$ cat src/inc/spc_pkg.sv
// constants and pin carriers of the serial port control
package spc_pkg;

  // ==========================================================
  // register indices on the control port
  localparam int REG_AW = 5;
  localparam logic [4:0] ADDR_PIN_CONTROL = 5'h00;
  localparam logic [4:0] ADDR_MC_ONE = 5'h01;
  localparam logic [4:0] ADDR_MC_TWO = 5'h02;
  localparam logic [4:0] ADDR_RATE_CFG_TWO = 5'h03;
  localparam logic [4:0] ADDR_FRAME_CFG = 5'h04;
  localparam logic [4:0] ADDR_CHAN_EN_BASE = 5'h08;
  localparam int CHAN_EN_COUNT = 12;

  // ==========================================================
  // pin_control fields
  localparam int PC_RX_GPIO_EN = 12;
  localparam int PC_TX_FS_DIR = 11;
  localparam int PC_RX_FS_DIR = 10;
  localparam int PC_TX_CLK_DIR = 9;
  localparam int PC_RX_CLK_DIR = 8;
  localparam int PC_SRC_EXTEND = 7;
  localparam int PC_CLKS_STATE = 6;
  localparam int PC_DX_STATE = 5;
  localparam int PC_DR_STATE = 4;
  localparam int PC_TX_FS_POL = 3;
  localparam int PC_RX_FS_POL = 2;
  localparam int PC_TX_CLK_POL = 1;
  localparam int PC_RX_CLK_POL = 0;
  localparam logic [15:0] PIN_CONTROL_MASK = 16'h1F8F;
  localparam logic [15:0] PIN_CONTROL_RESET = 16'h0000;

  // ==========================================================
  // multichannel, rate generator and frame fields
  localparam int MC_EXT_ENABLE = 9;
  localparam int MC_MULTI_ENABLE = 0;
  localparam logic [15:0] MC_MASK = 16'h0201;
  localparam logic [15:0] MC_RESET = 16'h0000;
  localparam int RG_SRC_SELECT = 13;
  localparam int RG_DIV_W = 8;
  localparam logic [15:0] RATE_CFG_MASK = 16'h20FF;
  localparam logic [15:0] RATE_CFG_RESET = 16'h2000;
  localparam int FC_WL_LSB = 0;
  localparam int FC_WORDS_LSB = 3;
  localparam int FC_TWO_PHASE = 10;
  localparam int FC_CLK_STOP = 11;
  localparam int FC_TX_EN = 12;
  localparam int FC_RX_EN = 13;
  localparam logic [15:0] FRAME_CFG_MASK = 16'h3FFF;
  localparam logic [15:0] FRAME_CFG_RESET = 16'h0000;
  localparam logic [15:0] CHAN_EN_RESET = 16'h0000;
  localparam int WORD_MAX = 32;

  // ==========================================================
  // pin carriers
  typedef struct packed {
    logic tx_bit_clock_pin;
    logic rx_bit_clock_pin;
    logic tx_fs;
    logic rx_fs;
    logic rx_data;
  } spc_pin_in_s;

  typedef struct packed {
    logic tx_bit_clock_pin;
    logic tx_bit_clock_pin_oe;
    logic rx_bit_clock_pin;
    logic rx_bit_clock_pin_oe;
    logic tx_fs;
    logic tx_fs_oe;
    logic rx_fs;
    logic rx_fs_oe;
    logic tx_data;
    logic tx_data_oe;
  } spc_pin_out_s;

endpackage : spc_pkg

$ cat src/rtl/spc_serial_port_ctrl.sv
// buffered serial port control block
//
// Operation
// - extended mode bit clear gives legacy selection of up to 32 channels.
// - bit 9 of each multichannel register enables 128-channel selection.
// - extended mode takes channel enables from the first eight of the twelve shared enable registers.
// - clock stop mode uses one phase and exactly one word per frame.
// - word length selectable as 8, 12, 16, 20, 24 or 32 bits.
// - in clock stop mode transmitter and receiver act as one unit.
// - rate generator can follow an external clock on either bit-clock pin.
// - extend bit and select bit pick reserved, cpu clock, rx pin, tx pin.
// - a bit-clock pin used as rate input has its driver switched off.
// - with the cpu clock as rate source, both clock direction bits set run tx and rx from generator output.
// - rx pin as rate input means generated clock leaves only on tx pin.
// - pin control bits 12..0 hold enable, directions, extend, status, polarity.
// - logic is static and works at arbitrarily slow pin clocks.
`timescale 1ns/1ps
`default_nettype none

// ==========================================================
// word fifo in the transmit path
module spc_fifo #(
  parameter int WIDTH = 32,
  parameter int DEPTH = 8
) (
  input wire logic mclk_i,
  input wire logic rst_i,
  input wire logic in_valid_i,
  input wire logic [WIDTH-1:0] in_data_i,
  output logic in_ready_o,
  output logic out_valid_o,
  output logic [WIDTH-1:0] out_data_o,
  input wire logic out_ready_i
);
  localparam int AW = (DEPTH > 1) ? $clog2(DEPTH) : 1;
  localparam int CW = $clog2(DEPTH + 1);

  logic [WIDTH-1:0] mem_q [DEPTH];
  logic [AW-1:0] wr_ptr_q;
  logic [AW-1:0] rd_ptr_q;
  logic [CW-1:0] cnt_q;
  logic [CW-1:0] cnt_d;
  logic push;
  logic pop;

  // handshakes and next occupancy
  assign push = in_valid_i & in_ready_o;
  assign pop = out_valid_o & out_ready_i;
  always_comb
  begin
    cnt_d = cnt_q;
    if (push && !pop)
      cnt_d = cnt_q + CW'(1);
    else if (pop && !push)
      cnt_d = cnt_q - CW'(1);
  end

  // storage
  always_ff @(posedge mclk_i)
  begin
    if (push)
      mem_q[wr_ptr_q] <= in_data_i;
  end

  // pointers wrap at depth
  always_ff @(posedge mclk_i)
  begin
    if (rst_i)
    begin
      wr_ptr_q <= '0;
      rd_ptr_q <= '0;
    end
    else
    begin
      if (push)
        wr_ptr_q <= (wr_ptr_q == AW'(DEPTH - 1)) ? '0 : wr_ptr_q + AW'(1);
      if (pop)
        rd_ptr_q <= (rd_ptr_q == AW'(DEPTH - 1)) ? '0 : rd_ptr_q + AW'(1);
    end
  end

  // registered full and empty flags
  always_ff @(posedge mclk_i)
  begin
    if (rst_i)
    begin
      cnt_q <= '0;
      in_ready_o <= 1'b1;
      out_valid_o <= 1'b0;
    end
    else
    begin
      cnt_q <= cnt_d;
      in_ready_o <= (cnt_d != CW'(DEPTH));
      out_valid_o <= (cnt_d != '0);
    end
  end

  assign out_data_o = mem_q[rd_ptr_q];
endmodule : spc_fifo

// ==========================================================
// top of the serial port control block
module spc_serial_port_ctrl #(
  parameter int FIFO_DEPTH = 8
) (
  input wire logic mclk_i,
  input wire logic rst_i,
  input wire logic [spc_pkg::REG_AW-1:0] reg_addr_i,
  input wire logic [15:0] reg_wdata_i,
  input wire logic reg_we_i,
  input wire logic reg_re_i,
  output logic [15:0] reg_rdata_o,
  input wire logic tx_valid_i,
  input wire logic [spc_pkg::WORD_MAX-1:0] tx_data_i,
  output logic tx_ready_o,
  output logic [spc_pkg::WORD_MAX-1:0] rx_word_o,
  output logic rx_valid_o,
  input wire spc_pkg::spc_pin_in_s pins_i,
  output spc_pkg::spc_pin_out_s pins_o
);
  import spc_pkg::*;

  typedef enum logic [1:0] {TX_IDLE, TX_ARMED, TX_SHIFT} spc_tx_state_e;
  typedef enum logic {RX_IDLE, RX_SHIFT} spc_rx_state_e;

  // ==========================================================
  // helpers
  function automatic logic [5:0] word_bits(input logic [2:0] code);
    case (code)
      3'h0: word_bits = 6'd8;
      3'h1: word_bits = 6'd12;
      3'h2: word_bits = 6'd16;
      3'h3: word_bits = 6'd20;
      3'h4: word_bits = 6'd24;
      default: word_bits = 6'd32;
    endcase
  endfunction : word_bits

  function automatic logic chan_on(input logic [16*CHAN_EN_COUNT-1:0] flat,
                                   input logic [15:0] mc, input logic [6:0] ch);
    if (!mc[MC_MULTI_ENABLE])
      chan_on = 1'b1;
    else if (mc[MC_EXT_ENABLE])
      chan_on = flat[ch];
    else
      chan_on = flat[{2'b00, ch[4:0]}];
  endfunction : chan_on

  function automatic logic [6:0] last_word(input logic [15:0] fc);
    if (fc[FC_CLK_STOP])
      last_word = 7'h00;
    else if (fc[FC_TWO_PHASE])
      last_word = {fc[FC_WORDS_LSB+5:FC_WORDS_LSB], 1'b1};
    else
      last_word = fc[FC_WORDS_LSB+6:FC_WORDS_LSB];
  endfunction : last_word

  // ==========================================================
  // registers and state
  logic [15:0] pin_control_q;
  logic [15:0] mc_one_q;
  logic [15:0] mc_two_q;
  logic [15:0] rate_cfg_q;
  logic [15:0] frame_cfg_q;
  logic [15:0] chan_en_q [CHAN_EN_COUNT];
  logic [16*CHAN_EN_COUNT-1:0] chan_flat;
  spc_pin_in_s pin_meta_q;
  spc_pin_in_s pin_sync_q;
  spc_pin_in_s pin_prev_q;
  logic [RG_DIV_W-1:0] srg_cnt_q;
  logic srg_clk_q;
  spc_tx_state_e tx_state_q;
  logic [5:0] tx_bit_q;
  logic [6:0] tx_word_q;
  logic [WORD_MAX-1:0] tx_shreg_q;
  logic tx_oe_q;
  logic tx_fs_gen_q;
  spc_rx_state_e rx_state_q;
  logic [5:0] rx_bit_q;
  logic [6:0] rx_word_idx_q;
  logic [WORD_MAX-1:0] rx_shreg_q;
  spc_pin_out_s pins_d;

  logic ext_sel;
  logic src_sel;
  logic srg_from_rx;
  logic srg_from_tx;
  logic srg_tick;
  logic srg_wrap;
  logic clk_stop;
  logic tx_int_clk;
  logic rx_int_clk;
  logic tx_eff;
  logic tx_eff_prev;
  logic rx_eff;
  logic rx_eff_prev;
  logic tx_launch;
  logic tx_capture;
  logic rx_capture;
  logic tx_fs_ext;
  logic rx_fs_act;
  logic tx_en;
  logic rx_en;
  logic [5:0] bits;
  logic [6:0] tx_last;
  logic fifo_valid;
  logic [WORD_MAX-1:0] fifo_data;
  logic fifo_pop;
  logic tx_load;
  logic tx_load_on;
  logic [WORD_MAX-1:0] rx_next;

  // ==========================================================
  // pin synchronisers, two flops before any use
  always_ff @(posedge mclk_i)
  begin
    if (rst_i)
    begin
      pin_meta_q <= '0;
      pin_sync_q <= '0;
      pin_prev_q <= '0;
    end
    else
    begin
      pin_meta_q <= pins_i;
      pin_sync_q <= pin_meta_q;
      pin_prev_q <= pin_sync_q;
    end
  end

  // ==========================================================
  // register writes
  always_ff @(posedge mclk_i)
  begin
    if (rst_i)
    begin
      pin_control_q <= PIN_CONTROL_RESET;
      mc_one_q <= MC_RESET;
      mc_two_q <= MC_RESET;
      rate_cfg_q <= RATE_CFG_RESET;
      frame_cfg_q <= FRAME_CFG_RESET;
      for (int i = 0; i < CHAN_EN_COUNT; i++)
        chan_en_q[i] <= CHAN_EN_RESET;
    end
    else if (reg_we_i)
    begin
      if (reg_addr_i == ADDR_PIN_CONTROL)
        pin_control_q <= reg_wdata_i & PIN_CONTROL_MASK;
      else if (reg_addr_i == ADDR_MC_ONE)
        mc_one_q <= reg_wdata_i & MC_MASK;
      else if (reg_addr_i == ADDR_MC_TWO)
        mc_two_q <= reg_wdata_i & MC_MASK;
      else if (reg_addr_i == ADDR_RATE_CFG_TWO)
        rate_cfg_q <= reg_wdata_i & RATE_CFG_MASK;
      else if (reg_addr_i == ADDR_FRAME_CFG)
        frame_cfg_q <= reg_wdata_i & FRAME_CFG_MASK;
      else if (reg_addr_i >= ADDR_CHAN_EN_BASE &&
               reg_addr_i < ADDR_CHAN_EN_BASE + REG_AW'(CHAN_EN_COUNT))
        chan_en_q[4'(reg_addr_i - ADDR_CHAN_EN_BASE)] <= reg_wdata_i;
    end
  end

  // reads, dx and dr status bits live, clks status reads zero
  always_ff @(posedge mclk_i)
  begin
    if (rst_i)
      reg_rdata_o <= 16'h0000;
    else if (reg_re_i)
    begin
      if (reg_addr_i == ADDR_PIN_CONTROL)
      begin
        reg_rdata_o <= pin_control_q;
        reg_rdata_o[PC_CLKS_STATE] <= 1'b0;
        reg_rdata_o[PC_DX_STATE] <= pins_o.tx_data;
        reg_rdata_o[PC_DR_STATE] <= pin_sync_q.rx_data;
      end
      else if (reg_addr_i == ADDR_MC_ONE)
        reg_rdata_o <= mc_one_q;
      else if (reg_addr_i == ADDR_MC_TWO)
        reg_rdata_o <= mc_two_q;
      else if (reg_addr_i == ADDR_RATE_CFG_TWO)
        reg_rdata_o <= rate_cfg_q;
      else if (reg_addr_i == ADDR_FRAME_CFG)
        reg_rdata_o <= frame_cfg_q;
      else if (reg_addr_i >= ADDR_CHAN_EN_BASE &&
               reg_addr_i < ADDR_CHAN_EN_BASE + REG_AW'(CHAN_EN_COUNT))
        reg_rdata_o <= chan_en_q[4'(reg_addr_i - ADDR_CHAN_EN_BASE)];
      else
        reg_rdata_o <= 16'h0000;
    end
  end

  // flatten the shared enable bank
  always_comb
  begin
    for (int i = 0; i < CHAN_EN_COUNT; i++)
      chan_flat[16*i +: 16] = chan_en_q[i];
  end

  // ==========================================================
  // rate generator input mux and divider
  assign ext_sel = pin_control_q[PC_SRC_EXTEND];
  assign src_sel = rate_cfg_q[RG_SRC_SELECT];
  assign srg_from_rx = ext_sel & ~src_sel;
  assign srg_from_tx = ext_sel & src_sel;
  // sampled pin edges work at any slow rate
  always_comb
  begin
    if (!ext_sel)
      srg_tick = src_sel;
    else if (srg_from_rx)
      srg_tick = pin_sync_q.rx_bit_clock_pin & ~pin_prev_q.rx_bit_clock_pin;
    else
      srg_tick = pin_sync_q.tx_bit_clock_pin & ~pin_prev_q.tx_bit_clock_pin;
  end
  assign srg_wrap = srg_tick & (srg_cnt_q == rate_cfg_q[RG_DIV_W-1:0]);

  always_ff @(posedge mclk_i)
  begin
    if (rst_i)
    begin
      srg_cnt_q <= '0;
      srg_clk_q <= 1'b0;
    end
    else if (srg_wrap)
    begin
      srg_cnt_q <= '0;
      srg_clk_q <= ~srg_clk_q;
    end
    else if (srg_tick)
      srg_cnt_q <= srg_cnt_q + RG_DIV_W'(1);
  end

  // ==========================================================
  // bit clock selection with polarity
  assign clk_stop = frame_cfg_q[FC_CLK_STOP];
  assign tx_int_clk = pin_control_q[PC_TX_CLK_DIR] & ~srg_from_tx;
  assign rx_int_clk = pin_control_q[PC_RX_CLK_DIR] & ~srg_from_rx;
  assign tx_eff = pin_sync_q.tx_bit_clock_pin ^ pin_control_q[PC_TX_CLK_POL];
  assign tx_eff_prev = pin_prev_q.tx_bit_clock_pin ^ pin_control_q[PC_TX_CLK_POL];
  assign rx_eff = pin_sync_q.rx_bit_clock_pin ^ pin_control_q[PC_RX_CLK_POL];
  assign rx_eff_prev = pin_prev_q.rx_bit_clock_pin ^ pin_control_q[PC_RX_CLK_POL];
  assign tx_launch = tx_int_clk ? (srg_wrap & srg_clk_q) : (tx_eff_prev & ~tx_eff);
  assign tx_capture = tx_int_clk ? (srg_wrap & ~srg_clk_q) : (~tx_eff_prev & tx_eff);
  always_comb
  begin
    if (clk_stop)
      rx_capture = tx_capture;
    else if (rx_int_clk)
      rx_capture = srg_wrap & ~srg_clk_q;
    else
      rx_capture = ~rx_eff_prev & rx_eff;
  end

  // frame sync sources
  assign tx_fs_ext = pin_sync_q.tx_fs ^ pin_control_q[PC_TX_FS_POL];
  always_comb
  begin
    if (clk_stop)
      rx_fs_act = pin_control_q[PC_TX_FS_DIR] ? tx_fs_gen_q : tx_fs_ext;
    else if (pin_control_q[PC_RX_FS_DIR])
      rx_fs_act = tx_fs_gen_q;
    else
      rx_fs_act = pin_sync_q.rx_fs ^ pin_control_q[PC_RX_FS_POL];
  end

  assign bits = word_bits(frame_cfg_q[FC_WL_LSB+2:FC_WL_LSB]);
  assign tx_last = last_word(frame_cfg_q);
  assign tx_en = frame_cfg_q[FC_TX_EN];
  assign rx_en = frame_cfg_q[FC_RX_EN] & ~pin_control_q[PC_RX_GPIO_EN];

  // ==========================================================
  // transmit fifo
  spc_fifo #(
    .WIDTH(WORD_MAX),
    .DEPTH(FIFO_DEPTH)
  ) u_tx_fifo (
    .mclk_i(mclk_i),
    .rst_i(rst_i),
    .in_valid_i(tx_valid_i),
    .in_data_i(tx_data_i),
    .in_ready_o(tx_ready_o),
    .out_valid_o(fifo_valid),
    .out_data_o(fifo_data),
    .out_ready_i(fifo_pop)
  );

  // word load points and channel check
  always_comb
  begin
    tx_load = 1'b0;
    if (tx_launch && tx_state_q == TX_ARMED)
      tx_load = 1'b1;
    else if (tx_launch && tx_state_q == TX_SHIFT && tx_bit_q == 6'd0 && tx_word_q != tx_last)
      tx_load = 1'b1;
  end
  assign tx_load_on = chan_on(chan_flat, mc_two_q, (tx_state_q == TX_ARMED) ? 7'h00 :
                              tx_word_q + 7'h01);
  assign fifo_pop = tx_load & tx_load_on & fifo_valid;

  // ==========================================================
  // transmit framing and shifting
  always_ff @(posedge mclk_i)
  begin
    if (rst_i || !tx_en)
    begin
      tx_state_q <= TX_IDLE;
      tx_bit_q <= '0;
      tx_word_q <= '0;
      tx_shreg_q <= '0;
      tx_oe_q <= 1'b0;
      tx_fs_gen_q <= 1'b0;
    end
    else
    begin
      case (tx_state_q)
        TX_IDLE:
        begin
          if (pin_control_q[PC_TX_FS_DIR] && tx_launch && fifo_valid)
          begin
            tx_fs_gen_q <= 1'b1;
            tx_state_q <= TX_ARMED;
          end
          else if (!pin_control_q[PC_TX_FS_DIR] && tx_capture && tx_fs_ext)
            tx_state_q <= TX_ARMED;
        end
        TX_ARMED, TX_SHIFT:
        begin
          if (tx_launch)
          begin
            tx_fs_gen_q <= 1'b0;
            if (tx_load)
            begin
              // left-align word, disabled channel releases pin
              tx_state_q <= TX_SHIFT;
              tx_bit_q <= bits - 6'd1;
              tx_word_q <= (tx_state_q == TX_ARMED) ? 7'h00 : tx_word_q + 7'h01;
              tx_oe_q <= tx_load_on;
              tx_shreg_q <= fifo_valid ? (fifo_data << (6'd32 - bits)) : '0;
            end
            else if (tx_bit_q != 6'd0)
            begin
              tx_bit_q <= tx_bit_q - 6'd1;
              tx_shreg_q <= {tx_shreg_q[WORD_MAX-2:0], 1'b0};
            end
            else
            begin
              tx_state_q <= TX_IDLE;
              tx_oe_q <= 1'b0;
            end
          end
        end
        default: tx_state_q <= TX_IDLE;
      endcase
    end
  end

  // ==========================================================
  // receive framing and shifting
  assign rx_next = {rx_shreg_q[WORD_MAX-2:0], pin_sync_q.rx_data};
  always_ff @(posedge mclk_i)
  begin
    if (rst_i || !rx_en)
    begin
      rx_state_q <= RX_IDLE;
      rx_bit_q <= '0;
      rx_word_idx_q <= '0;
      rx_shreg_q <= '0;
      rx_word_o <= '0;
      rx_valid_o <= 1'b0;
    end
    else
    begin
      rx_valid_o <= 1'b0;
      if (rx_capture)
      begin
        case (rx_state_q)
          RX_IDLE:
          begin
            if (rx_fs_act)
            begin
              rx_state_q <= RX_SHIFT;
              rx_bit_q <= bits - 6'd1;
              rx_word_idx_q <= '0;
              rx_shreg_q <= '0;
            end
          end
          RX_SHIFT:
          begin
            if (rx_bit_q != 6'd0)
            begin
              rx_bit_q <= rx_bit_q - 6'd1;
              rx_shreg_q <= rx_next;
            end
            else
            begin
              rx_shreg_q <= '0;
              if (chan_on(chan_flat, mc_one_q, rx_word_idx_q))
              begin
                rx_word_o <= rx_next;
                rx_valid_o <= 1'b1;
              end
              if (rx_word_idx_q == tx_last)
                rx_state_q <= RX_IDLE;
              else
              begin
                rx_word_idx_q <= rx_word_idx_q + 7'h01;
                rx_bit_q <= bits - 6'd1;
              end
            end
          end
          default: rx_state_q <= RX_IDLE;
        endcase
      end
    end
  end

  // ==========================================================
  // pin drivers, all registered
  always_comb
  begin
    pins_d.tx_bit_clock_pin = srg_clk_q ^ pin_control_q[PC_TX_CLK_POL];
    pins_d.tx_bit_clock_pin_oe = tx_int_clk;
    pins_d.rx_bit_clock_pin = srg_clk_q ^ pin_control_q[PC_RX_CLK_POL];
    pins_d.rx_bit_clock_pin_oe = rx_int_clk & ~clk_stop &
                                 ~pin_control_q[PC_RX_GPIO_EN];
    pins_d.tx_fs = tx_fs_gen_q ^ pin_control_q[PC_TX_FS_POL];
    pins_d.tx_fs_oe = pin_control_q[PC_TX_FS_DIR];
    pins_d.rx_fs = tx_fs_gen_q ^ pin_control_q[PC_RX_FS_POL];
    pins_d.rx_fs_oe = pin_control_q[PC_RX_FS_DIR] & ~clk_stop &
                      ~pin_control_q[PC_RX_GPIO_EN];
    pins_d.tx_data = tx_shreg_q[WORD_MAX-1];
    pins_d.tx_data_oe = tx_oe_q;
  end

  always_ff @(posedge mclk_i)
  begin
    if (rst_i)
      pins_o <= '0;
    else
      pins_o <= pins_d;
  end
endmodule : spc_serial_port_ctrl

`default_nettype wire

$ cat config.mk
export PLATFORM = sky130hd
export DESIGN_NAME = spc_serial_port_ctrl
export DESIGN_NICKNAME = d
export VERILOG_FILES = /design/src/inc/spc_pkg.sv /design/src/rtl/spc_serial_port_ctrl.sv
export SDC_FILE = /design/constraint.sdc
export NUM_CORES = 1
export LEC_CHECK = 0
export BUFFER_PORTS_ARGS = -buffer_cell sky130_fd_sc_hd__buf_2
export CAP_MARGIN = 30
export CORE_UTILIZATION = 45
export DETAILED_ROUTE_END_ITERATION = 16
export PLACE_DENSITY = 0.67
export SYNTH_ARGS = -nofsm -noshare
export SYNTH_HDL_FRONTEND = slang
export SYNTH_SLANG_ARGS = --single-unit
$ cat constraint.sdc
create_clock -name mclk_i -period 10.2 [get_ports mclk_i]
set_input_delay 2.04 -clock mclk_i [delete_from_list [all_inputs] [get_ports mclk_i]]
set_output_delay 2.04 -clock mclk_i [all_outputs]
set_load 0.05 [all_outputs]
# Word level (Yosys, flattened, before mapping)
# Memories as Yosys holds them, arrays and structs flattened. A register that Yosys moved wholly into a read port is not among the register bits.
# Index checks and enable logic that the tools add are counted.
# word_totals
output_inout_bits	60
in_bits	63
memories	2
ramBits	448
register_bits	223
# op_classes
n_eq_ne	25
n_bitwise	49
order_cmp	6
n_mux	91
n_reduce_logical	45
shift	1
add_sub_neg	12
# memory_table
memory	depth	width	read_ports	rd_clocked_by_memory_dff	wr	line	source
u_tx_fifo.mem_q	8	32	1	1	1	spc_serial_port_ctrl.sv:38	logic [WIDTH-1:0] mem_q [DEPTH];
chan_en_q	12	16	9	0	12	spc_serial_port_ctrl.sv:166	logic [15:0] chan_en_q [CHAN_EN_COUNT];
# op_table
operator	n
2-to-1 mux 16 bit	7
2-to-1 mux 32 bit	3
2-to-1 mux 31 bit	2
one-hot mux 31 bit (2 select lines)	1
2-to-1 mux 1 bit	45
2-to-1 mux 7 bit	6
left shift 32 x 6 -> 32 bit	1
2-to-1 mux 6 bit	5
one-hot mux 6 bit (5 select lines)	1
bitwise AND 1 bit	21
AND reduction 3 bit	7
less-than comparator 5 x 9 -> 1 bit, second input constant	2
less-than comparator 7 x 9 -> 1 bit, second input constant	2
NOT 1 bit	18
subtractor 6 x 1 -> 6 bit, second input constant	3
OR reduction 16 bit	1
adder 7 x 1 -> 7 bit, second input constant	2
binary-select mux 1 bit (select 7 bit)	2
one-hot mux 7 bit (2 select lines)	1
2-to-1 mux 3 bit	4
2-to-1 mux 4 bit	3
!= test 2 bit, second input constant	6
one-hot mux 6 bit (2 select lines)	1
AND reduction 4 bit	3
41 further kinds	82

# Longest topological paths before layout
# logic_depth
ltp_word	19
ltp_mapped	14

# Cells and area by module
# A second synthesis with hierarchy kept.
# unflattened
hier_cells	2507
hier_area_um2	31781.7
# modules_own_cells
mod	seq_area_each_um2	area_per_inst_um2	n_inst	cells_per_inst
spc_serial_port_ctrl	9989.6	21286.7	1	2052
spc_fifo	7987.7	10495.1	1	455

# Worst setup path after synthesis
# OpenSTA, ideal clock, no wires.
# synth_timing
path_kind	input-to-reg
startpoint	in tx_valid_i
endpoint	mem u_tx_fifo.mem_q[0][0], enable pin
path_buffers	1
stages	3
setup_ps	501
slack_ps	4269
t_arrival_ps	5429
path_cell_list	nand2_1 > clkbuf_1 > nor4_1
# synth_via
elab_chain_len	3
# synth_lines
item	line	source
from (decl)	spc_serial_port_ctrl.sv:114	input wire logic tx_valid_i,
bitwise AND 1 bit	spc_serial_port_ctrl.sv:47	assign push = in_valid_i & in_ready_o;
2-to-1 mux 1 bit	spc_serial_port_ctrl.sv:61	if (push)
2-to-1 mux 1 bit (implied by the code)	spc_serial_port_ctrl.sv:62	mem_q[wr_ptr_q] <= in_data_i;
to (decl)	spc_serial_port_ctrl.sv:38	
# No other way between the ends.

# Worst setup path after layout
# layout_timing
startpoint	reg tx_word_q[0]
endpoint	reg u_tx_fifo.in_ready_o
# layout_via
elab_chain_len	13
word_cells_on_any_way	21
# layout_lines
item	line	source
from (decl)	spc_serial_port_ctrl.sv:175	logic [6:0] tx_word_q;
from (signal assigned)	spc_serial_port_ctrl.sv:438	tx_word_q <= (tx_state_q == TX_ARMED) ? 7'h00 : tx_word_q + 7'h01;
adder 7 x 1 -> 7 bit	spc_serial_port_ctrl.sv:399	tx_word_q + 7'h01);
2-to-1 mux 7 bit	spc_serial_port_ctrl.sv:398	assign tx_load_on = chan_on(chan_flat, mc_two_q, (tx_state_q == TX_ARMED) ? 7'h00 :
binary-select mux 1 bit (select 7 bit) / binary-select mux 1 bit (select 5 bit) (equally long branches)	spc_serial_port_ctrl.sv:145, spc_serial_port_ctrl.sv:147	
2-to-1 mux 1 bit, on equally long branches	spc_serial_port_ctrl.sv:145, spc_serial_port_ctrl.sv:147	
2-to-1 mux 1 bit	spc_serial_port_ctrl.sv:144	else if (mc[MC_EXT_ENABLE])
2-to-1 mux 1 bit	spc_serial_port_ctrl.sv:142	if (!mc[MC_MULTI_ENABLE])
bitwise AND 1 bit (*) (2 in a row)	spc_serial_port_ctrl.sv:400	assign fifo_pop = tx_load & tx_load_on & fifo_valid;
bitwise AND 1 bit (*)	spc_serial_port_ctrl.sv:48	assign pop = out_valid_o & out_ready_i;
logical AND 1 bit / logical NOT 1 bit (equally long branches)	spc_serial_port_ctrl.sv:54, spc_serial_port_ctrl.sv:52	
2-to-1 mux 4 bit / logical AND 1 bit (equally long branches)	spc_serial_port_ctrl.sv:54, spc_serial_port_ctrl.sv:52	
2-to-1 mux 4 bit (*)	spc_serial_port_ctrl.sv:52	if (push && !pop)
!= test 4 bit (*)	spc_serial_port_ctrl.sv:94	in_ready_o <= (cnt_d != CW'(DEPTH));
to (signal assigned)	spc_serial_port_ctrl.sv:94	
to (decl)	spc_serial_port_ctrl.sv:30	output logic in_ready_o,
# Every way passes the cells marked *; elsewhere a longest branch is shown, timed or not. The select of a mux whose other input is x is not followed.
# A chain may end at the register's enable or synchronous reset.

==> impl_summary.md <==
Global routing
The largest net degree at the start of global routing is 75. The first global-routing pass estimated 130000 um of wire. The via count of the first global-routing pass is 20700. The global routing usage summed across all routing layers is 24.6%. The total congestion overflow is 0.

The number of antenna violations at the first check in global routing is 9.

Route
Dividing the detail-routed wire length by the instance count gives 24.5 um. After detailed routing, the number of remaining DRC violations is 0. The final layout contains routed wiring with a total length of 86700 um. The routed layout has 21400 vias. For this run, the detailed router's first-pass iteration total came to 8. The count of routing violations after the opening detailed-route iteration is 2649. The via density per instance is 6.05. In this run the remaining antenna-violating nets after routing total 0.

Synth
The synthesized netlist contains 77 unique library cells. After technology mapping, the gate count stands at 2486. The number of nets produced by synthesis is 2564. The synthesized design contains 448 enable-type register cells. The number of register bits inferred by synthesis is 674.

Sequential elements use 57.5% of the synthesized area. The share of synthesized registers carrying an async set or reset is 0%. The Yosys step of the flow raised 0 warnings.

The cell area that synthesis handed to floorplanning was 31300 um^2. The most used flip-flop cell after synthesis is edfxtp_1. The average instance in the mapped netlist occupies 12.6 um^2.

Critical path
The data required time of the worst path is 10.73 ns. The internal reg-to-reg setup slack is 5.59 ns. The critical path in this run is classified as reg -> reg.

Traced cell by cell, the critical path runs through buf_4 > clkinv_1 > o21ai_1 > a222oi_1 > nor4_1 > a211o_1 > o211ai_2 > o21ai_4 > o41ai_2 > a211oi_2 > or3b_1. The biggest cell delay along the critical path is 0.83 ns. The critical path's top delay family is compound AO/OA/AOI/OAI gates. The worst setup path is launched from a register.

The top fanout value on the critical path is 34. The kind of end point of the critical path is a register. The critical path data arrival time is 5.13 ns. The slowest cell on the critical path is clkinv_1. The total buffers and inverters traversed by the critical path is 2.

Clock network
The number of hold-repair buffers added at the cts stage is 0. The post-CTS resize count is 0. The CTS buffer count is 72. The total setup buffers inserted after CTS is 0. The later-pin clock latency in the skew report is 0.66 ns. The H-tree depth reported by CTS is 3.

The maximum buffer depth of the clock tree is 3. The clock sink count is 674. The TritonCTS clock tree is built. The cell at the root of the clock tree is clkbuf_16. Clock-pin slew was measured on the worst setup and hold paths at 0.06 ns.

Power
The power density of the placed cells is 170 nW/um^2. The power after layout is 6.00 mW. The worst-case IR drop observed on VDD is 0.000175 V. The static leakage is 11.6 nW.

Placement
The total cell area at the placement stage is 32800 um^2. Routability-driven placement finished with a final weighted congestion of 0.999. The count of buffers inserted at the top-level ports is 122. Once detailed placement completed, the half-perimeter wirelength came to 57200 um. The minimum setup slack after placement is 5.51 ns.

The number of cells after detailed placement is 3405.

Hold path
The path type of the worst min-delay path is reg -> reg.

Timing
Setup repair after global routing left no endpoint under its margin. Setup violations remaining at the end of the flow were counted as 0. The maximum operating frequency is 217 MHz. In this run the tightest slew margin relative to its limit is 28.1%.

The final critical path time including I/O delays and setup is 4.61 ns. The transition time of the tightest slew-check pin is 1.08 ns. Adding up every negative setup slack in the final design gives 0 ns.

The final number of hold-violating endpoints is 0. The number of pins with negative max-slew slack in the final report is 0. Once routing completed, OpenROAD measured the worst setup slack at 5.59 ns. The portion of the clock cycle consumed by the worst path in the final layout is 45.1%. The final setup skew is 0.0364 ns.

Die
The core region area is 68700 um^2. Pin placement for this block handled 123 I/O pins. The initial utilization of the core area, before any placement, comes to 45.5%. The number of rows in the core area is 96. From bottom edge to top edge, the die measures 266 um. The overall die width is 266 um. The area of the die is 70500 um^2.

Cells and area
The post-route netlist has 19.7% of its cells at a drive strength greater than 1. The most common cell after layout, fill and taps aside is edfxtp_1. The filler cells instantiated in the layout total 5865. The final net count is 2626.

With fillers left out, the area of the finished cells amounts to 35200 um^2. The combined area of the multi-input logic cells is 12500 um^2. The final cell count without fillers is 3539.

In the layout the commonest cells are edfxtp_1, nand2_1, dfxtp_1. The area occupied by registers is 18000 um^2. The area growth from synthesis to layout is 12.6%.

Job
The reported max-cap violation count is 0.

Run status
The flow ran to the end, and the final reports show no timing, DRC or antenna violations.
[cell usage after synthesis, types with 9 or more instances]
master	count	share of area, %
a211oi_1	11	0.26
a21oi_1	121	1.9
a221oi_1	15	0.42
a22oi_1	34	0.82
a31oi_1	16	0.32
and2_1	202	4.0
buf_1	22	0.26
buf_2	31	0.50
clkbuf_1	132	1.6
dfxtp_1	226	14
edfxtp_1	448	43
ha_1	15	0.60
inv_1	23	0.28
mux2_2	22	0.79
mux2i_1	93	3.0
mux4_2	163	12
nand2_1	228	2.7
nand2b_1	15	0.30
nand3_1	84	1.3
nand4_1	11	0.22
nor2_1	175	2.1
nor2b_1	30	0.60
nor3_1	32	0.51
o2111ai_1	12	0.34
o211a_1	12	0.38
o211ai_1	19	0.46
o21ai_0	92	1.5
o22a_1	9	0.25
o22ai_1	10	0.20
or3_1	18	0.36
xnor2_1	22	0.62
xor2_1	15	0.42
[path summary, 6_finish.rpt]
check | to | depth (start not counted) | startpoint
max reg2reg | u_tx_fifo.in_ready_o | 11 | tx_word_q[0]
min reg2reg | pin_sync_q[2] | 1 | pin_meta_q[2]
max | u_tx_fifo.in_ready_o | 11 | tx_word_q[0]
min | pin_sync_q[2] | 1 | pin_meta_q[2]
[per-layer routing]
metal	GRT usage (%)	share of wire [%]
met1	34.5	41
met2	37.5	45
met3	5.61	10
met4	8.98	3.4
met5	0	0.025
[metrics by stage]
step / hold WS, ns / util (%)
global placement: 0.420 / 47.6
CTS: 0.437 / 51.3
floorplan: 0.414 / -
detailed placement: 0.425 / 47.8
finish: 0.436 / 51.3
global route: 0.461 / 51.3
[final cells by class]
cell class,instances,area share [%]
Sequential cell,674,51.1
Clock inverter,40,1.29
Clock buffer,92,5.50
Antenna cell,2,0.0142
Inverter,24,0.256
Tap cell,931,3.31
Multi-Input combinational cell,1599,35.6
Timing Repair Buffer,177,3.00
[kinds of logic after synthesis]
family | Yosys count | synth area share, %
AOI/OAI and AO/OA | 413 | 8.64
xor gates and xnor gates | 38 | 1.09
adders and majority gates | 17 | 0.664
buffers and inverters | 213 | 2.74
DFF | 674 | 57.5
muxes | 282 | 15.8
and+or+nand+nor | 849 | 13.5
[power breakdown]
group / internal (mW) / total, mW / switching (mW) / leakage (nW)
logic: 0.119 / 0.334 / 0.216 / 4.44
clock network: 1.48 / 2.62 / 1.14 / 1.15
registers: 2.98 / 3.04 / 0.0581 / 5.98
total: 4.58 / 6.00 / 1.41 / 11.6
[flip-flops by register name, summed over array words and instances, names as in the netlist, 2 cells and up, named ones only]
| signal | cells |
|---|---|
| u_tx_fifo.rd_ptr_q | 3 |
| reg_rdata_o | 16 |
| srg_cnt_q | 8 |
| rx_bit_q | 6 |
| pins_o | 10 |
| u_tx_fifo.cnt_q | 4 |
| tx_shreg_q | 32 |
| pin_control_q | 10 |
| mc_two_q | 2 |
| rx_shreg_q | 31 |
| u_tx_fifo.mem_q | 256 |
| pin_sync_q | 5 |
| tx_word_q | 7 |
| pin_meta_q | 5 |
| u_tx_fifo.wr_ptr_q | 3 |
| rate_cfg_q | 9 |
| tx_bit_q | 6 |
| frame_cfg_q | 14 |
| rx_word_o | 32 |
| pin_prev_q | 2 |
| tx_state_q | 2 |
| rx_word_idx_q | 7 |
| chan_en_q | 192 |
| mc_one_q | 2 |
Power figures use the tool's default switching activity.
